--- config.mk ---
export PLATFORM = sky130hd
export DESIGN_NAME = metering_event_irq_flags
export DESIGN_NICKNAME = d
export VERILOG_FILES = /design/src/metering_event_pkg.sv /design/src/event_change_latch.sv /design/src/metering_event_irq_flags.sv
export VERILOG_INCLUDE_DIRS = /design/src
export SDC_FILE = /design/constraint.sdc
export NUM_CORES = 1
export LEC_CHECK = 0
export BUFFER_PORTS_ARGS = -buffer_cell sky130_fd_sc_hd__buf_2
export CAP_MARGIN = 20
export CORE_UTILIZATION = 57
export DETAILED_ROUTE_END_ITERATION = 10
export HOLD_SLACK_MARGIN = 0.1
export PLACE_DENSITY = 0.86
export SYNTH_ARGS = -nofsm -noshare
export SYNTH_HDL_FRONTEND = slang
export SYNTH_HIERARCHICAL = 1
export SYNTH_SLANG_ARGS = --single-unit
export TNS_END_PERCENT = 100
--- constraint.sdc ---
create_clock -name clock_in -period 2.1 [get_ports clock_in]
set_clock_uncertainty 0.05 [all_clocks]
set_input_delay 0.42 -clock clock_in [delete_from_list [all_inputs] [get_ports clock_in]]
set_output_delay 0.42 -clock clock_in [all_outputs]
set_load 0.03 [all_outputs]
--- src/metering_event_cfg.svh ---
// constants for the metering event change-flag block
`ifndef METERING_EVENT_CFG_SVH
`define METERING_EVENT_CFG_SVH

// register port addresses
`define EVT_ADDR_W          7
`define EVT_FLAGS_A_ADDR    7'h73
`define EVT_FLAGS_B_ADDR    7'h74
`define EVT_ENABLE_A_ADDR   7'h75

// reset values
`define EVT_FLAGS_RST       16'h0000
`define EVT_ENABLE_RST      16'h0000

// field positions, first flag word (msb of each group)
`define EVT_A_OVERCURRENT   15
`define EVT_A_OVERVOLTAGE   12
`define EVT_A_VOLT_SEQ      9
`define EVT_A_CURR_SEQ      8
`define EVT_A_NEUTRAL_OC    7
`define EVT_A_NOLOAD        6
`define EVT_A_PULSE_DIR     3

// field positions, second flag word
`define EVT_B_FREQ_HIGH     15
`define EVT_B_SAG           14
`define EVT_B_FREQ_LOW      11
`define EVT_B_LOSS          10
`define EVT_B_REACTIVE_SIGN 7
`define EVT_B_ACTIVE_SIGN   3

`endif

--- src/metering_event_pkg.sv ---
// types shared by the metering event change-flag block
package metering_event_pkg;
  // one flag, enable or status word
  typedef logic [15:0] word_t;
  // register port address
  typedef logic [6:0]  reg_addr_t;
endpackage
--- src/event_change_latch.sv ---
// sticky change flags: any edge of a live status bit latches a w1c flag
`timescale 1ns/1ps
module event_change_latch #(
  parameter int WIDTH = 16
) (
  input  wire logic             clock_in,
  input  wire logic             resetn_in,
  input  wire logic [WIDTH-1:0] status_in,
  input  wire logic [WIDTH-1:0] clear_in,
  output logic      [WIDTH-1:0] change_out,
  output logic      [WIDTH-1:0] flags_out
);
  logic             primed_r;
  logic             primed_nxt;
  logic [WIDTH-1:0] prev_r;
  logic [WIDTH-1:0] prev_nxt;
  logic [WIDTH-1:0] flags_r;
  logic [WIDTH-1:0] flags_nxt;

  // first cycle after reset only samples, so a status already high
  // at release does not look like a change
  assign primed_nxt = 1'b1;
  assign prev_nxt   = status_in;

  // per-bit change detect and flag update
  genvar i;
  generate
    for (i = 0; i < WIDTH; i++) begin : g_bit
      always_comb begin
        change_out[i] = primed_r && (status_in[i] != prev_r[i]);
        if (change_out[i]) begin
          flags_nxt[i] = 1'b1;
        end else if (clear_in[i]) begin
          flags_nxt[i] = 1'b0;
        end else begin
          flags_nxt[i] = flags_r[i];
        end
      end
    end
  endgenerate

  // state registers
  always_ff @(posedge clock_in or negedge resetn_in) begin
    if (!resetn_in) begin
      primed_r <= 1'b0;
      prev_r   <= '0;
      flags_r  <= '0;
    end else begin
      primed_r <= primed_nxt;
      prev_r   <= prev_nxt;
      flags_r  <= flags_nxt;
    end
  end

  assign flags_out = flags_r;
endmodule

--- src/metering_event_irq_flags.sv ---
// event change flags, enable register and interrupt request
`timescale 1ns/1ps
`include "metering_event_cfg.svh"
module metering_event_irq_flags (
  input  wire logic                        clock_in,
  input  wire logic                        resetn_in,
  // register port
  input  wire metering_event_pkg::reg_addr_t reg_addr_in,
  input  wire logic                        reg_wr_in,
  input  wire logic                        reg_rd_in,
  input  wire metering_event_pkg::word_t   reg_wdata_in,
  output metering_event_pkg::word_t        reg_rdata_out,
  output logic                             reg_rvalid_out,
  // live status, first word (A is the msb of each group)
  input  wire logic [2:0]                  overcurrent_state_in,
  input  wire logic [2:0]                  overvoltage_state_in,
  input  wire logic                        volt_sequence_state_in,
  input  wire logic                        curr_sequence_state_in,
  input  wire logic                        neutral_overcurrent_state_in,
  input  wire logic [2:0]                  noload_state_in,
  input  wire logic [3:0]                  pulse_direction_state_in,
  // live status, second word
  input  wire logic                        freq_above_limit_state_in,
  input  wire logic                        freq_below_limit_state_in,
  input  wire logic [2:0]                  sag_state_in,
  input  wire logic [2:0]                  loss_state_in,
  input  wire logic [3:0]                  reactive_sign_state_in,
  input  wire logic [3:0]                  active_sign_state_in,
  // second enable word, held outside this block
  input  wire metering_event_pkg::word_t   enable_b_in,
  // interrupt request and flag words
  output logic                             irq_out,
  output metering_event_pkg::word_t        flags_a_out,
  output metering_event_pkg::word_t        flags_b_out
);
  import metering_event_pkg::*;

  word_t status_a;
  word_t status_b;
  word_t clear_a;
  word_t clear_b;
  word_t change_a;
  word_t change_b;
  word_t flags_a;
  word_t flags_b;
  word_t enable_a_r;
  word_t enable_a_nxt;
  word_t rdata_r;
  word_t rdata_nxt;
  logic  rvalid_r;
  logic  rvalid_nxt;
  logic  wr_flags_a;
  logic  wr_flags_b;
  logic  wr_enable_a;

  // status polarity passes straight through: high means condition present
  always_comb begin
    status_a = '0;
    status_a[`EVT_A_OVERCURRENT -: 3] = overcurrent_state_in;
    status_a[`EVT_A_OVERVOLTAGE -: 3] = overvoltage_state_in;
    status_a[`EVT_A_VOLT_SEQ]         = volt_sequence_state_in;
    status_a[`EVT_A_CURR_SEQ]         = curr_sequence_state_in;
    status_a[`EVT_A_NEUTRAL_OC]     = neutral_overcurrent_state_in;
    status_a[`EVT_A_NOLOAD -: 3]      = noload_state_in;
    status_a[`EVT_A_PULSE_DIR -: 4]   = pulse_direction_state_in;
  end

  // second word: frequency bits sit around the sag group
  always_comb begin
    status_b = '0;
    status_b[`EVT_B_FREQ_HIGH]        = freq_above_limit_state_in;
    status_b[`EVT_B_SAG -: 3]         = sag_state_in;
    status_b[`EVT_B_FREQ_LOW]         = freq_below_limit_state_in;
    status_b[`EVT_B_LOSS -: 3]        = loss_state_in;
    status_b[`EVT_B_REACTIVE_SIGN -: 4] = reactive_sign_state_in;
    status_b[`EVT_B_ACTIVE_SIGN -: 4] = active_sign_state_in;
  end

  // write decode; a write of zero bits leaves flags alone
  assign wr_flags_a  = reg_wr_in && (reg_addr_in == `EVT_FLAGS_A_ADDR);
  assign wr_flags_b  = reg_wr_in && (reg_addr_in == `EVT_FLAGS_B_ADDR);
  assign wr_enable_a = reg_wr_in && (reg_addr_in == `EVT_ENABLE_A_ADDR);
  assign clear_a = wr_flags_a ? reg_wdata_in : '0;
  assign clear_b = wr_flags_b ? reg_wdata_in : '0;

  // first flag word
  event_change_latch #(
    .WIDTH      (16)
  ) u_flags_a (
    .clock_in   (clock_in),
    .resetn_in  (resetn_in),
    .status_in  (status_a),
    .clear_in   (clear_a),
    .change_out (change_a),
    .flags_out  (flags_a)
  );

  // second flag word
  event_change_latch #(
    .WIDTH      (16)
  ) u_flags_b (
    .clock_in   (clock_in),
    .resetn_in  (resetn_in),
    .status_in  (status_b),
    .clear_in   (clear_b),
    .change_out (change_b),
    .flags_out  (flags_b)
  );

  // enable register and read answer, next values
  always_comb begin
    enable_a_nxt = enable_a_r;
    if (wr_enable_a) begin
      enable_a_nxt = reg_wdata_in;
    end
    rvalid_nxt = reg_rd_in;
    rdata_nxt  = rdata_r;
    if (reg_rd_in) begin
      case (reg_addr_in)
        `EVT_FLAGS_A_ADDR:  rdata_nxt = flags_a;
        `EVT_FLAGS_B_ADDR:  rdata_nxt = flags_b;
        `EVT_ENABLE_A_ADDR: rdata_nxt = enable_a_r;
        default:            rdata_nxt = '0; // unmapped reads as zero
      endcase
    end
  end

  // register bank
  always_ff @(posedge clock_in or negedge resetn_in) begin
    if (!resetn_in) begin
      enable_a_r <= `EVT_ENABLE_RST;
      rdata_r    <= '0;
      rvalid_r   <= 1'b0;
    end else begin
      enable_a_r <= enable_a_nxt;
      rdata_r    <= rdata_nxt;
      rvalid_r   <= rvalid_nxt;
    end
  end

  // level request: stays up until every enabled flag is cleared or
  // masked, so a host that misses an edge still sees it
  assign irq_out = |(flags_a & enable_a_r) |
                   |(flags_b & enable_b_in);

  assign reg_rdata_out  = rdata_r;
  assign reg_rvalid_out = rvalid_r;
  assign flags_a_out    = flags_a;
  assign flags_b_out    = flags_b;
endmodule

== Word level (Yosys, flattened, before mapping) ==
Cells that the tools add are included.

* Register bits after elaboration: 98
* Bits of input ports: 75
* Output and inout port bits: 50
* Word-level logic and storage cells: 212

* Eq/ne operators: 35
* Mux-type cells: 67
* Bitwise logic cells: 3
* Reduce and logical (&&, ||, !) cells: 69

{| class="wikitable"
|+ Operators with widths
! operator !! count
|-
| $mux W1 || 64
|-
| $reduce_bool A2 Y1 || 32
|-
| $pmux W16 S3 || 1
|-
| $logic_and A1 B1 Y1 || 35
|-
| $and A16 B16 Y16 || 2
|-
| $mux W16 || 2
|-
| $ne A1 B1 Y1 || 32
|-
| $reduce_or A16 Y1 || 2
|-
| $eq A7 B7 Y1 const B || 3
|-
| $or A1 B1 Y1 || 1
|}

== Depth between registers and ports, before layout ==
* Depth after elaboration: 5
* Gate-level depth with buffers: 8
* Depth with buffers taken out: 5

== Modules after synthesis ==
Netlist, hierarchy kept.

{| class="wikitable"
|+ By module, submodules not included
! module !! instances !! cells each !! area each (um^2) !! seq. area each (um^2)
|-
| event_change_latch || 2 || 101 || 1287.5 || 825.8
|-
| metering_event_irq_flags || 1 || 186 || 2011.9 || 825.8
|}

== Worst setup path before layout ==
No wires, ideal clock.

* Path kind: flip-flop to output port
* From: register u_flags_a.flags_r[0] (netlist: u_flags_a/flags_out[0])
* To: output port irq_out
* Arrival time: 1.490 ns
* Required time: 1.630 ns
* Slack: 0.140 ns
* Cell stages (with the launch flop): 4
* Path buffers: 0
* Cell sequence: dfrtp_1 > a22oi_1 > nand4_1 > or4_1

* Word-level cells in the longest chain between the ends: 3

{| class="wikitable"
|+ Ends and longest elaborated chain
! element !! line !! text
|-
| start, declared || event_change_latch.sv:17 || <nowiki>logic [WIDTH-1:0] flags_r;</nowiki>
|-
| start signal, assigned || event_change_latch.sv:51 || <nowiki>flags_r <= flags_nxt;</nowiki>
|-
| $and A16 B16 Y16 || metering_event_irq_flags.sv:143 || <nowiki>assign irq_out = |(flags_a & enable_a_r) |</nowiki>
|-
| $reduce_or A16 Y1 || metering_event_irq_flags.sv:143 ||
|-
| $or A1 B1 Y1 || metering_event_irq_flags.sv:144 || <nowiki>|(flags_b & enable_b_in);</nowiki>
|-
| end, declared || metering_event_irq_flags.sv:32 || <nowiki>output logic irq_out,</nowiki>
|}

No other way between the ends.

== Worst setup path in the final report ==
* From: register u_flags_b.flags_r[8] (netlist: u_flags_b/flags_out[8])
* To: output port irq_out

* Word-level cells in the longest chain between the ends: 3

{| class="wikitable"
|+ Ends and longest elaborated chain
! element !! line
|-
| start, declared || event_change_latch.sv:17
|-
| start signal, assigned || event_change_latch.sv:51
|-
| $and A16 B16 Y16 || metering_event_irq_flags.sv:144
|-
| $reduce_or A16 Y1 || metering_event_irq_flags.sv:144
|-
| $or A1 B1 Y1 || metering_event_irq_flags.sv:144
|}

No other way between the ends.

==> flow_summary.toml <==
[critical_path]
critPathTopFamily = "simple AND/OR/NAND/NOR gates"
arrival_ns = 1.86
crit_path_max_incr_delay_ns = 0.56
crit_path_start_kind = "flip-flop"
crit_path_top_delay_cell = "or4_4"
cp_num_buf_inv = 1
endpoint_kind = "output port"
crit_required_ns = 1.63
cp_cell_sequence = "a22oi_2 > nand4_1 > or4_4 > buf_6"
worstSetupPathType = "reg -> out"
crit_fanout = 2

[synthesis]
synth.net_count = 429
syn-cell-area_um2 = 4380
synth_area_per_cell_um2 = 12.4
netlist_instances = 354
yosysWarnings = 6

[route]
drtIter0Drc = 297
drt-total-wl_um = 11900
drcViolationCount = 0
drt-wirelength-per-cell_um = 19.3
avgViaCountPerCell = 5.74
vias = 3539
antenna_left = 0
drtPass1Iterations = 5

[final_layout]
area_growth_pct = 29.2
seq_area_um2 = 2480
final_layout_size_suffix_gt1_frac = 0.431
final_common_cell = "buf_2"
fillCellCount = 453
utilization = 0.771
multi_input_area_um2 = 1670
final_cell_mix = "buf_2, dfrtp_1, inv_1"
nets = 588

[global_routing]
grtUsageMet1 = 0.393
grt_pass1_wl_um = 18000
grtUsageMet3 = 0.0768
grtUsageMet2 = 0.503
gr-usage-all-layers = 0.314
grt-ovfl-total = 0
grt_busiest_layer = "met2"
antenna_found_initial = 1
grt_max_degree = 43
grt_pass1_vias = 3609

[die]
initial_core_util = 0.597
io-pin-count = 125
die_area_um2 = 8030
die_w_um = 89.6
die_h_um = 89.6
core-area_um2 = 7330
fp-row-count = 31

[status]
violations = "negative setup slack"
status = "finished, violations left"

[sta]
tns_ns = -0.226
period_needed_ns = 2.33
setup_slack_ns = -0.226
finalMaxSlewViolations = 0
setup_viol = 1
max_freq_mhz = 430
slew_headroom = 0.503
hold_viol = 0
rsz0062_at_grt = "true"
fin_crit_sh = 1.11
worst_pin_slew_ns = 0.745
worst_hold_slack_ns = 0.131

[power_and_ir_drop]
ir_drop_uv = 487
finalPower_mw = 3.87
power_leakage_nw = 2.57
power_density_nw_per_um2 = 685

[clock_tree]
cts_root_buffer = "clkbuf_8"
htreeDepth = 3
clkLatencyLatePin_ns = 0.36
cts_tree = "done"
cts_buffers = 9
clock_path_buffers = 2
clock-sinks = 99
clkTransAtPathRegs_ns = 0.10

[flow_run]
maxCapViolCount = 0

[placed_design]
globalplace.congestion = 0.840
hpwl_um = 8000
port-buffer-count = 124

[hold_path]
hold_path.class = "in -> reg"
[sequential cells by signal, indices dropped and copies added (netlist names)]
| register | count |
|---|---|
| enable_a_r | 16 |
| reg_rdata_out | 16 |
| u_flags_a/flags_out | 16 |
| u_flags_a/prev_r | 16 |
| u_flags_b/flags_out | 16 |
| u_flags_b/prev_r | 16 |
| reg_rvalid_out | 1 |
| u_flags_a/primed_r | 1 |
| u_flags_b/primed_r | 1 |
[final cells by class]
class	instances	area share
multi-input combinational	191	0.295
clock buffer	10	0.0226
sequential	99	0.438
antenna	1	0.000443
inverter	48	0.0319
tap	99	0.0219
clock inverter	5	0.0181
timing repair buffer	164	0.172
[routing by layer]
metal / up-vias / wire [um] / share of wire
met5: - / 37 / 0.0031
met4: 2 / 410 / 0.034
met3: 42 / 879 / 0.074
met2: 188 / 5880 / 0.49
met1: 1768 / 4720 / 0.40
li1: 1539 / - / -
[report_power, final]
group / switching, mW / total (mW) / internal [mW]
combinational: 0.219 / 0.424 / 0.205
clock: 0.637 / 1.42 / 0.784
sequential: 0.0550 / 2.03 / 1.97
[repair_timing]
action                                 CTS  global route
endpoints found under the hold margin   17             0
setup endpoints to repair                1             1
resized for setup                       12             0
hold buffers                             1             0
buffers inserted                        24             1
pin swaps                                6             3
[worst paths after layout]
check / end / cells past startpoint / from / slack (ns)
min reg2reg: reg_rdata_out[1]$_DFFE_PN0P_ / 2 / reg_rdata_out[1]$_DFFE_PN0P_ / 0.48
max: irq_out / 4 / u_flags_b/flags_out[8]$_DFFE_PN0P_ / -0.23
min in group asynchronous: u_flags_a/prev_r[3]$_DFF_PN0_ / 2 / resetn_in / 0.43
max reg2reg: reg_rdata_out[14]$_DFFE_PN0P_ / 4 / u_flags_b/flags_out[14]$_DFFE_PN0P_ / 0.71
max in group asynchronous: enable_a_r[1]$_DFFE_PN0P_ / 3 / resetn_in / 1.01
min: u_flags_a/prev_r[13]$_DFF_PN0_ / 1 / overcurrent_state_in[0] / 0.13
[stage by stage]
step | instances | instance area (um^2) | setup slack, ns
after floorplan | 354 | 4380 | 0.140
after global routing | 617 | 5650 | -0.263
after detailed placement | 575 | 5170 | 0.00794
after CTS | 615 | 5640 | -0.161
final | 617 | 5650 | -0.226
after global placement | 575 | 5170 | 0.00457
Power figures use the tool's default switching activity.
